### src/hdl/frame_pkg.sv
/*
  Package for the bus framing and initiator-ready block: widths, depths,
  transfer kinds and line levels shared by the design files.
  Assumes nothing of its surroundings.
*/
package frame_pkg;
  localparam int  DATA_W       = 32;
  localparam int  FIFO_DEPTH   = 32;
  localparam int  BURST_W      = 8;
  localparam logic DEASSERTED  = 1'b1;
  localparam logic ASSERTED    = 1'b0;
  localparam logic DIR_READ    = 1'b0;
  localparam logic DIR_WRITE   = 1'b1;
  typedef enum logic [1:0] {ST_IDLE, ST_ADDR, ST_DATA, ST_TURN} master_state_e;
endpackage

### src/hdl/word_stream_if.sv
/*
  Valid/ready word stream between the framing engine and its FIFO.
  Assumes both ends run on the same clock.
*/
`timescale 1ns/10ps
interface word_stream_if #(parameter int W = 32);
  logic         valid;
  logic         ready;
  logic [W-1:0] data;
  modport src (output valid, output data, input ready);
  modport dst (input valid, input data, output ready);
endinterface

### src/hdl/word_fifo.sv
/*
  Synchronous FIFO with valid/ready on both sides.
  Assumes one clock and an asynchronous active-low reset.
*/
`timescale 1ns/10ps
module word_fifo #(
  parameter int WIDTH = 32,
  parameter int DEPTH = 32
) (
  input  wire logic   clk_sys,
  input  wire logic   resetn,
  word_stream_if.dst  wr,
  word_stream_if.src  rd,
  output logic        full,
  output logic        empty
);
  localparam int AW = $clog2(DEPTH);

  initial begin
    if (DEPTH < 2 || (1 << AW) != DEPTH) begin
      $error("word_fifo depth must be a power of two of at least two");
    end
  end

  logic [WIDTH-1:0] mem [DEPTH];
  logic [AW:0]      wptr_q;
  logic [AW:0]      rptr_q;

  // Full when pointers differ only in the wrap bit.
  assign empty    = (wptr_q == rptr_q);
  assign full     = (wptr_q[AW] != rptr_q[AW])
                    && (wptr_q[AW-1:0] == rptr_q[AW-1:0]);
  assign wr.ready = !full;
  assign rd.valid = !empty;
  assign rd.data  = mem[rptr_q[AW-1:0]];

  // Storage write on an accepted word.
  always_ff @(posedge clk_sys) begin
    if (wr.valid && !full) begin
      mem[wptr_q[AW-1:0]] <= wr.data;
    end
  end

  // Pointer advance on each side's handshake.
  always_ff @(posedge clk_sys or negedge resetn) begin
    if (!resetn) begin
      wptr_q <= '0;
      rptr_q <= '0;
    end else begin
      if (wr.valid && !full) begin
        wptr_q <= wptr_q + 1'b1;
      end
      if (rd.ready && !empty) begin
        rptr_q <= rptr_q + 1'b1;
      end
    end
  end
endmodule

### src/hdl/data_phase_tracker.sv
/*
  Watches the shared frame and ready lines and reports data-phase
  completion and the final phase of a transaction.
  Assumes its inputs are bus lines that are synchronous to clk_sys.
*/
`timescale 1ns/10ps
module data_phase_tracker
  import frame_pkg::*;
(
  input  wire logic clk_sys,
  input  wire logic resetn,
  input  wire logic frame_n,
  input  wire logic irdy_n,
  input  wire logic trdy_n,
  output logic      phase_done,
  output logic      last_done,
  output logic      bus_busy
);
  logic frame_seen_q;

  // A phase completes only when both ready lines read asserted.
  assign phase_done = (irdy_n == ASSERTED) && (trdy_n == ASSERTED);
  // Frame released during a completing phase marks the final one.
  assign last_done  = phase_done && (frame_n == DEASSERTED);
  assign bus_busy   = frame_seen_q || (frame_n == ASSERTED);

  // Tracks whether a transaction is open on the bus.
  always_ff @(posedge clk_sys or negedge resetn) begin
    if (!resetn) begin
      frame_seen_q <= 1'b0;
    end else if (frame_n == ASSERTED) begin
      frame_seen_q <= 1'b1;
    end else if (last_done) begin
      frame_seen_q <= 1'b0;
    end
  end
endmodule

### src/hdl/frame_initiator.sv
/*
  Bus master framing and initiator-ready engine. Drives the frame and
  initiator-ready lines, paces data phases against target-ready, buffers
  write data in a FIFO and returns read data.
  Assumes address, command, parity and stop handling live elsewhere in the
  bus unit; the target paces phases with target-ready; the shared lines are
  resolved outside from the enables given here.
  The bus lines are synchronous to clk_sys, so they are sampled as they
  stand at each rising edge. A phase is counted on exactly the edge on
  which both ready lines are low. Ready is withdrawn for one cycle after
  each completed phase, which lets the data register and the FIFO head
  settle before the next phase is offered.
*/
`timescale 1ns/10ps
module frame_initiator
  import frame_pkg::*;
#(
  parameter int WIDTH = DATA_W,
  parameter int DEPTH = FIFO_DEPTH
) (
  input  wire logic               clk_sys,
  input  wire logic               resetn,
  input  wire logic               bus_grant,
  input  wire logic               start,
  input  wire logic               dir_write,
  input  wire logic [BURST_W-1:0] burst_len,
  output logic                    busy,
  input  wire logic               wr_valid,
  input  wire logic [WIDTH-1:0]   wr_data,
  output logic                    wr_ready,
  output logic                    rd_valid,
  output logic [WIDTH-1:0]        rd_data,
  input  wire logic               rd_ready,
  output logic                    done,
  input  wire logic               frame_n_in,
  output logic                    frame_n_out,
  output logic                    frame_n_oe,
  input  wire logic               irdy_n_in,
  output logic                    irdy_n_out,
  output logic                    irdy_n_oe,
  input  wire logic               trdy_n_in,
  input  wire logic [WIDTH-1:0]   ad_in,
  output logic [WIDTH-1:0]        ad_out,
  output logic                    ad_oe,
  output logic                    addr_phase
);
  initial begin
    if (WIDTH < 1 || DEPTH < 2) begin
      $error("frame_initiator width or depth out of range");
    end
    if (BURST_W < 2) begin
      $error("frame_initiator burst counter too narrow");
    end
  end

  master_state_e      state_q;
  logic               dir_q;
  logic [BURST_W-1:0] left_q;
  logic               take;
  logic [BURST_W-1:0] left_nx;
  logic               irdy_nx;
  logic               frame_nx;
  logic               wr_able;
  logic               rd_able;
  logic               fifo_full;
  logic               fifo_empty;
  logic               phase_done;
  logic               last_done;
  logic               bus_busy;
  logic               own_phase;
  logic               can_go;
  logic               final_phase;
  logic [WIDTH-1:0]   rd_data_q;
  logic               rd_valid_q;

  word_stream_if #(.W(WIDTH)) in_s ();
  word_stream_if #(.W(WIDTH)) out_s ();

  // The bus lines are read straight from the pins: the bus runs on this
  // same clock, and any added stage would let the pins complete phases
  // that the engine has not yet counted.

  // One place decides whether an idle request may be taken, so the
  // sequencer and the line drivers always agree on the same edge.
  function automatic logic start_ok(
    input logic               req,
    input logic               grant,
    input logic               other_busy,
    input logic [BURST_W-1:0] len
  );
    return req && grant && !other_busy && (len != '0);
  endfunction

  assign take = start_ok(start, bus_grant, bus_busy, burst_len);

  // Bus observer for the shared lines; it also sees other masters, so a
  // foreign transaction keeps the engine from starting its own.
  data_phase_tracker u_tracker (
    .clk_sys    (clk_sys),
    .resetn     (resetn),
    .frame_n    (frame_n_in),
    .irdy_n     (irdy_n_in),
    .trdy_n     (trdy_n_in),
    .phase_done (phase_done),
    .last_done  (last_done),
    .bus_busy   (bus_busy)
  );

  // Write data from the user passes through the FIFO.
  assign in_s.valid  = wr_valid;
  assign in_s.data   = wr_data;
  assign wr_ready    = in_s.ready;

  word_fifo #(.WIDTH(WIDTH), .DEPTH(DEPTH)) u_fifo (
    .clk_sys (clk_sys),
    .resetn  (resetn),
    .wr      (in_s),
    .rd      (out_s),
    .full    (fifo_full),
    .empty   (fifo_empty)
  );

  // Our own phase completes when our ready and the target's meet.
  assign own_phase   = (state_q == ST_DATA) && phase_done;
  assign final_phase = (left_q == BURST_W'(1));
  // Able to complete: a write needs a buffered word, a read needs a slot
  // that stays free whatever the consumer does in the coming cycle. No
  // phase is offered in the cycle right after one completes.
  assign wr_able = !fifo_empty;
  assign rd_able = !(rd_valid_q && !rd_ready);
  assign can_go  = !own_phase && (dir_q ? wr_able : rd_able);
  assign out_s.ready = own_phase && dir_q;

  // Next-cycle intent for the phase counter and the two lines we drive.
  always_comb begin
    left_nx  = left_q;
    irdy_nx  = DEASSERTED;
    frame_nx = ASSERTED;
    if (own_phase) begin
      left_nx = left_q - BURST_W'(1);
    end
    if (own_phase && final_phase) begin
      // Last phase done: both lines go back to their idle level.
      irdy_nx  = DEASSERTED;
      frame_nx = DEASSERTED;
    end else begin
      irdy_nx = can_go ? ASSERTED : DEASSERTED;
      // Frame is released together with ready for the final phase and
      // then stays released, so the last phase is marked for as long as
      // it is offered to the target.
      if (left_nx == BURST_W'(1)
          && (irdy_nx == ASSERTED || frame_n_out == DEASSERTED)) begin
        frame_nx = DEASSERTED;
      end else begin
        frame_nx = ASSERTED;
      end
    end
  end

  // Transaction sequencer.
  always_ff @(posedge clk_sys or negedge resetn) begin
    if (!resetn) begin
      state_q <= ST_IDLE;
      dir_q   <= DIR_READ;
      left_q  <= '0;
    end else begin
      case (state_q)
        ST_IDLE: begin
          if (take) begin
            state_q <= ST_ADDR;
            dir_q   <= dir_write;
            left_q  <= burst_len;
          end
        end
        ST_ADDR: begin
          state_q <= ST_DATA;
        end
        ST_DATA: begin
          if (own_phase) begin
            left_q <= left_nx;
            if (final_phase) begin
              state_q <= ST_TURN;
            end
          end
        end
        ST_TURN: begin
          // Two cycles with both lines high (this one and the first idle cycle) before the enables drop, so
          // the lines are left at their idle level when released.
          state_q <= ST_IDLE;
        end
        default: begin
          state_q <= ST_IDLE;
        end
      endcase
    end
  end

  // Frame and initiator-ready drives, registered from next-cycle intent.
  always_ff @(posedge clk_sys or negedge resetn) begin
    if (!resetn) begin
      frame_n_out <= DEASSERTED;
      irdy_n_out  <= DEASSERTED;
      frame_n_oe  <= 1'b0;
      irdy_n_oe   <= 1'b0;
    end else begin
      case (state_q)
        ST_IDLE: begin
          // The enables rise with frame; ready waits for the first phase.
          if (take) begin
            frame_n_out <= ASSERTED;
            frame_n_oe  <= 1'b1;
            irdy_n_oe   <= 1'b1;
            irdy_n_out  <= DEASSERTED;
          end else begin
            frame_n_oe  <= 1'b0;
            irdy_n_oe   <= 1'b0;
          end
        end
        ST_ADDR, ST_DATA: begin
          frame_n_out <= frame_nx;
          irdy_n_out  <= irdy_nx;
        end
        ST_TURN: begin
          frame_n_out <= DEASSERTED;
          irdy_n_out  <= DEASSERTED;
        end
        default: begin
          frame_n_out <= DEASSERTED;
          irdy_n_out  <= DEASSERTED;
        end
      endcase
    end
  end

  // Write data and its enable follow the head of the FIFO. The enable
  // rises when the address cycle ends, with ready for the first phase if a word is buffered, and holds until the last ends;
  // after a pop the register shows the new head from the same edge on which ready returns.
  always_ff @(posedge clk_sys or negedge resetn) begin
    if (!resetn) begin
      ad_out <= '0;
      ad_oe  <= 1'b0;
    end else begin
      ad_out <= out_s.data;
      ad_oe  <= dir_q
                && ((state_q == ST_ADDR)
                    || (state_q == ST_DATA && !(own_phase && final_phase)));
    end
  end

  // Read data is captured on a completed phase where the target supplies it.
  // A new word and the consumer taking the old one may share an edge; the
  // new word wins the slot, so nothing is lost.
  always_ff @(posedge clk_sys or negedge resetn) begin
    if (!resetn) begin
      rd_data_q  <= '0;
      rd_valid_q <= 1'b0;
    end else begin
      if (own_phase && !dir_q) begin
        rd_data_q  <= ad_in;
        rd_valid_q <= 1'b1;
      end else if (rd_ready) begin
        rd_valid_q <= 1'b0;
      end
    end
  end

  // Completion pulse and status. The pulse follows the edge on which the
  // final phase completed, when both lines are already high again.
  always_ff @(posedge clk_sys or negedge resetn) begin
    if (!resetn) begin
      done <= 1'b0;
    end else begin
      done <= own_phase && final_phase;
    end
  end

  assign rd_data    = rd_data_q;
  assign rd_valid   = rd_valid_q;
  assign busy       = (state_q != ST_IDLE);
  assign addr_phase = (state_q == ST_ADDR);
endmodule

### config.mk
export PLATFORM = sky130hd
export DESIGN_NAME = frame_initiator
export DESIGN_NICKNAME = d
export VERILOG_FILES = /design/src/hdl/frame_pkg.sv /design/src/hdl/word_stream_if.sv /design/src/hdl/word_fifo.sv /design/src/hdl/data_phase_tracker.sv /design/src/hdl/frame_initiator.sv
export SDC_FILE = /design/constraint.sdc
export NUM_CORES = 1
export LEC_CHECK = 0
export BUFFER_PORTS_ARGS = -buffer_cell sky130_fd_sc_hd__buf_2
export CAP_MARGIN = 30
export CORE_MARGIN = 4
export CORE_UTILIZATION = 61
export CTS_CLUSTER_DIAMETER = 120
export DETAILED_ROUTE_END_ITERATION = 16
export GPL_ROUTABILITY_DRIVEN = 1
export PLACE_DENSITY = 0.8
export REMOVE_ABC_BUFFERS = 1
export SLEW_MARGIN = 20
export SYNTH_ARGS = -nofsm -noshare
export SYNTH_HDL_FRONTEND = slang
export SYNTH_SLANG_ARGS = --single-unit
### constraint.sdc
create_clock -name clk_sys -period 3.8 [get_ports clk_sys]
set_input_delay 0.38 -clock clk_sys [delete_from_list [all_inputs] [get_ports clk_sys]]
set_output_delay 0.38 -clock clk_sys [all_outputs]
set_load 0.02 [all_outputs]
==> impl_metrics.json, run 1 <==
{
  "use_met3": 0.06953,
  "ios": 156,
  "startpoint": "u_fifo.wptr_q[4]",
  "grt_pass1_vias": 22100,
  "path_class": "flop to flop",
  "portBuffers": 155,
  "wirelength_um": 108100,
  "grt_use_total": 0.2961,
  "cts.sinks": 1118,
  "synth_top_cell_by_area": "edfxtp_1",
  "cp.required_ns": 4.11,
  "netlist_instances": 1794,
  "drcViolationCount": 0,
  "drive_gt1_frac": 0.3794,
  "vdd_drop_max_mv": 0.5059,
  "r2r-end": "u_fifo.mem[15][14]",
  "dieArea_mm2": 0.07437,
  "maxCapViolCount": 0,
  "synth_commonest_cells": "1024 x edfxtp_1, 320 x mux4_2, 92 x dfrtp_1",
  "rows": 96,
  "rsz0062_at_grt": "no",
  "synth.top_cell.area_share": 0.7194,
  "synth_area_leaders": "edfxtp_1 72%, mux4_2 17%, dfrtp_1 5.4%",
  "slew_violations": 0,
  "antenna_found_initial": 3,
  "pre_cts_ws_ns": 0.9328,
  "initial_core_util": 0.6189,
  "cts_buffers": 106,
  "synth-warning-count": 0,
  "fp.dieH_um": 272.7,
  "p_total_mw": 32.15,
  "ys_seq_elements": 1118,
  "htreeDepth": 3,
  "fin_crit_ns": 2.991,
  "synth_edf_count": 1024,
  "place_area_mm2": 0.04533,
  "clkLatencyLatePin_ns": 0.67,
  "place_inst": 2869,
  "synth_async_sr_flop_share": 0.08408,
  "leakage_nw": 15.75,
  "tightestPinTransition_ns": 0.9196,
  "dr_total_vias": 21395,
  "timing.rr.start": "u_fifo.wptr_q[4]",
  "grt_max_degree": 125,
  "globalplace.congestion": 0.8504,
  "post_cts_resized": 0,
  "finalNonFillerCells": 3111,
  "setup_tns_ns": 0,
  "clock_tree.root_cell": "clkbuf_16",
  "vias_per_cell": 6.877,
  "post-cts-setup-buffers": 0,
  "globalRouteOverflowTotal": 0,
  "fill_cells": 3637,
  "rrSetupSlack_ns": 0.81,
  "post_drt_wl_per_cell_um": 34.73,
  "finClkSkew_ns": 0.02405,
  "core_mm2": 0.06907,
  "hold_viol_final": 0,
  "crit_end": "u_fifo.mem[15][14]",
  "met2_usage": 0.4892,
  "area_growth_pct": 15.04,
  "grt_pass1_wl_um": 157200,
  "synth.most_common_cell": "edfxtp_1",
  "synth_cell_type_count": 50,
  "grt-busiest-layer": "met2",
  "ant_nets": 0,
  "nNetsFinal": 2180,
  "crit_path_start_kind": "flop",
  "crit_fanout": 19,
  "max_freq_ghz": 0.3343,
  "finalInstanceArea_mm2": 0.04917,
  "cts_tree": "built",
  "die_w_um": 272.7,
  "max_slew_margin": 0.3869,
  "hpwl_um": 53680,
  "drtPass1Iterations": 7,
  "hp-class": "input pin to flop",
  "yosysSeqAreaShare": 0.7745,
  "path_clk_slew_ns": 0.06,
  "met1_usage": 0.3944,
  "status": "completed",
  "cp.arrival_ns": 3.30,
  "finalSetupViolCount": 0,
  "synth.avg_cell_area_um2": 23.83,
  "cp-end-kind": "flop",
  "clockBufferDepth": 3,
  "rr_worst_depth": 7,
  "drtIter0Drc": 3374,
  "finalCritPeriodShare": 0.7872,
  "hold_buffers": 38,
  "power.density_mw_per_mm2": 653.8,
  "synth-main-ff-cell": "edfxtp_1",
  "worst_slack_ns": 0.8086,
  "syn_area_mm2": 0.04274
}
## through the flow
| step | hold slack, ns | util |
|---|---|---|
| 3_3_place_gp | 0.4495 | 0.6559 |
| 2_1_floorplan | 0.08441 | - |
| 3_5_place_dp | 0.4709 | 0.6563 |
| 4_1_cts | 0.002014 | 0.7110 |
| 6_report | 0.03810 | 0.7119 |
| 5_1_grt | 0.02740 | 0.7119 |
## sequential cells by signal, indices dropped and copies added, names as in the netlist, 2 cells and up
signal,cells
rd_data,32
state_q,2
left_q,8
u_fifo.mem,1024
ad_out,32
u_fifo.rptr_q,6
u_fifo.wptr_q,6
## cell usage in the layout, fill, tap and decap left out, types with 4 or more instances in the layout
| master | count |
|---|---|
| inv_1 | 12 |
| nor3_1 | 4 |
| mux2_2 | 67 |
| nand3_1 | 8 |
| xnor2_1 | 10 |
| inv_16 | 4 |
| nand2_1 | 16 |
| o21ai_0 | 10 |
| xor2_1 | 7 |
| mux4_2 | 320 |
| clkbuf_8 | 14 |
| a21oi_1 | 13 |
| clkinv_1 | 15 |
| dfrtp_4 | 4 |
| buf_2 | 154 |
| edfxtp_1 | 1024 |
| clkinv_2 | 20 |
| nand4_1 | 6 |
| ha_1 | 12 |
| nor2_4 | 32 |
| and3_1 | 4 |
| bufinv_16 | 5 |
| dfrtp_1 | 87 |
| clkbuf_16 | 106 |
| a21o_1 | 5 |
| nor2_1 | 10 |
| buf_4 | 62 |
| clkbuf_1 | 28 |
| o22ai_1 | 9 |
| dlygate4sd3_1 | 38 |
| buf_12 | 18 |
## routing by layer
metal	vias to the layer above	part of all wire
li1	8218	-
met1	11135	0.34
met2	1764	0.51
met3	276	0.11
met4	2	0.038
met5	-	0.00014
## worst min path at each step
stage | cells past startpoint | slack [ns] | endpoint | from
finish | 3 | 0.04 | left_q[1] | burst_len[1]
global route | 3 | 0.03 | left_q[4] | burst_len[4]
CTS | 3 | 0.002 | left_q[4] | burst_len[4]
detailed placement | 2 | 0.47 | u_tracker.frame_seen_q | u_tracker.frame_seen_q
global placement | 2 | 0.45 | u_tracker.frame_seen_q | u_tracker.frame_seen_q
floorplan | 0 | 0.08 | ad_oe | resetn
## logic make-up (layout without fill, tap and decap cells)
family,count (synthesis),in the layout,share of synthesized area
flops,1118,1118,0.7745
xor+xnor,17,17,0.003483
simple gates,101,101,0.01177
mux,387,387,0.1863
fa+ha+maj,12,12,0.003513
buf+inv,103,486,0.01191
compound gates,56,56,0.008548
other cells,0,3,0
## report_power, final
group / internal (mW) / switching, mW / total (mW)
sequential: 14.6 / 0.559 / 15.1
clock: 5.80 / 4.57 / 10.4
combinational: 3.01 / 3.63 / 6.64
## worst max-delay path: stages (launching register included)
cell and delay (ns):
dfrtp_1 0.60, xor2_1 0.21, nor3_1 0.13, a31oi_2 0.23
nand2_1 0.47, buf_4 0.36, nor2_4 0.17, buf_4 0.44
## layout make-up
| cell class | instances | area [um2] | share of cell area |
|---|---|---|---|
| diodes | 3 | 7.507 | 0.0001527 |
| clock buffers | 148 | 2950 | 0.06000 |
| clock inverters | 51 | 451.7 | 0.009186 |
| inverters | 12 | 45.04 | 0.0009161 |
| multi-input cells | 573 | 9371 | 0.1906 |
| flip-flops and latches | 1118 | 33120 | 0.6736 |
| well taps | 931 | 1165 | 0.02369 |
| repair buffers | 275 | 2059 | 0.04188 |
No activity file was read; power rests on OpenSTA's default activity.
==> run 2: changes to the inputs <==
Settings changed: CORE_UTILIZATION 61 to 55, PLACE_DENSITY 0.8 to 0.76.
Clock period 3.8 ns to 2.5 ns, I/O delays scaled along.
==> impl_metrics.json, run 2 (same netlist as run 1, synthesis figures left out) <==
{
  "initial_core_util": 0.5591,
  "portBuffers": 155,
  "holdPathStages": 4,
  "antenna_found_initial": 4,
  "grt_pass1_vias": 21637,
  "hp-class": "input pin to flop",
  "drtPass1Iterations": 7,
  "max_freq_ghz": 0.4033,
  "grt_pass1_wl_um": 151100,
  "vias_per_cell": 6.437,
  "grt_max_degree": 68,
  "finalInstanceArea_mm2": 0.05021,
  "fp.dieH_um": 286.8,
  "min_delay_worst_endpoint": "u_tracker.frame_seen_q",
  "post_drt_wl_per_cell_um": 32.33,
  "fin_crit_ns": 2.480,
  "drcViolationCount": 0,
  "cts.sinks": 1118,
  "vdd_drop_max_mv": 0.6952,
  "rrSetupSlack_ns": 0.02,
  "rsz0062_at_grt": "yes",
  "crit_fanout": 19,
  "cp.required_ns": 3.03,
  "p_int_mw": 36.15,
  "p_seq_frac": 0.465,
  "tightestPinTransition_ns": 0.8933,
  "finalCritPeriodShare": 0.9918,
  "pwr-share-comb": 0.219,
  "worst_slack_ns": 0.02040,
  "rr_worst_depth": 5,
  "sw_frac_of_total": 0.2653,
  "max_stage_delay_ns": 0.54,
  "status": "completed",
  "crit_path_top_delay_cell": "mux4_2",
  "grt_use_total": 0.2575,
  "nNetsFinal": 2222,
  "ant_nets": 0,
  "area_growth_pct": 17.48,
  "post-cts-setup-buffers": 0,
  "clkLatencyLatePin_ns": 0.68,
  "finalNonFillerCells": 3249,
  "cts_buffers": 106,
  "drive_gt1_frac": 0.3858,
  "globalplace.congestion": 0.8488,
  "finalSetupViolCount": 0,
  "critPathTopFamily": "multiplexers",
  "power.density_mw_per_mm2": 980.0,
  "slew_violations": 0,
  "hpwl_um": 54060,
  "hold_viol_final": 0,
  "leakage_nw": 16.09,
  "crit_buf_inv": 2,
  "dr_total_vias": 20914,
  "cp-end-kind": "flop",
  "largest_reg_flops": 1024,
  "max_slew_margin": 0.4045,
  "cp.arrival_ns": 3.01,
  "htreeDepth": 3,
  "power.switching_mw": 13.05,
  "core_mm2": 0.07645,
  "fill_cells": 4599,
  "maxCapViolCount": 0,
  "finClkSkew_ns": 0.03020,
  "dieArea_mm2": 0.08224,
  "clockBufferDepth": 3,
  "place_area_mm2": 0.04635,
  "final_common_cell": "edfxtp_1",
  "setup_tns_ns": 0,
  "rows": 101,
  "cp_cell_sequence": "buf_12, buf_12, mux4_2, mux4_2, mux2_2",
  "path_class": "flop to flop",
  "final_cell_mix": "1024 x edfxtp_1, 320 x mux4_2, 154 x buf_2, 109 x clkbuf_16, 87 x dfrtp_1",
  "timing.rr.start": "u_fifo.rptr_q[0]",
  "die_w_um": 286.8,
  "path_clk_slew_ns": 0.06,
  "hp-start": "irdy_n_in",
  "clkPwrFrac": 0.316,
  "place_inst": 3005,
  "ios": 156,
  "crit_path_start_kind": "flop",
  "wirelength_um": 105000,
  "clock_tree.root_cell": "clkbuf_16",
  "pre_cts_ws_ns": 0.07435,
  "drtIter0Drc": 2906,
  "cts_tree": "built",
  "globalRouteOverflowTotal": 0,
  "r2r-end": "ad_out[5]"
}
run 2: worst max path at each step:
stage | end | depth (start not counted) | start | slack, ns
finish | ad_out[5] | 5 | u_fifo.rptr_q[0] | 0.02
global route | ad_out[5] | 5 | u_fifo.rptr_q[0] | -0.02
CTS | ad_out[21] | 5 | u_fifo.rptr_q[0] | 0.04
detailed placement | ad_out[5] | 5 | u_fifo.rptr_q[0] | 0.07
global placement | u_fifo.mem[21][3] | 7 | u_fifo.rptr_q[0] | 0.12
floorplan | u_fifo.mem[31][0] | 5 | u_fifo.rptr_q[0] | -9.61
run 2: per-stage QoR:
stage                     hold WS, ns  power, mW  utilization
final                         0.05713      49.21       0.6568
after global routing          0.06709      51.06       0.6567
after CTS                    0.002940      49.37       0.6559
after detailed placement       0.2568      33.75       0.6062
after global placement         0.2432      33.41       0.6062
after floorplan              -0.04559      28.68            -
run 2: layer usage:
metal  part of all wire  track usage  up-vias
met5            0.00012            0        -
met4              0.030      0.09027        2
met3              0.093      0.04948      204
met2               0.51       0.4270     1382
met1               0.37       0.3494    11019
li1                   -            -     8307
run 2: layout make-up:
| cell class | count | area (um2) | share of cell area |
|---|---|---|---|
| Tap cell | 1030 | 1289 | 0.02567 |
| Antenna cell | 3 | 7.507 | 0.0001495 |
| Clock inverter | 46 | 417.9 | 0.008323 |
| Multi-Input combinational cell | 573 | 9385 | 0.1869 |
| Sequential cell | 1118 | 33120 | 0.6596 |
| Timing Repair Buffer | 317 | 3008 | 0.05990 |
| Clock buffer | 150 | 2940 | 0.05856 |
| Inverter | 12 | 45.04 | 0.0008970 |
run 2: worst reg2reg max path: stages (launching register included):
cell	delay [ns]
dfrtp_4	0.52
buf_12	0.24
buf_12	0.25
mux4_2	0.55
mux4_2	0.50
mux2_2	0.31
run 2: timing repair:
action / 4_1_cts / 5_1_grt
endpoints found under the setup margin: 1 / 69
cloned: 0 / 1
hold buffers: 44 / 0
hold endpoints to repair: 80 / 0
gates resized for setup: 1 / 5
pin swaps: 0 / 1
run 2: power by group through the flow:
stage	clock [mW]	sequential (mW)	combinational [mW]
3_5_place_dp	0	23.2	10.5
5_1_grt	16.6	23.0	11.4
6_report	15.5	22.9	10.8
2_1_floorplan	0	24.0	4.70
3_3_place_gp	0	23.1	10.3
4_1_cts	15.7	22.9	10.8
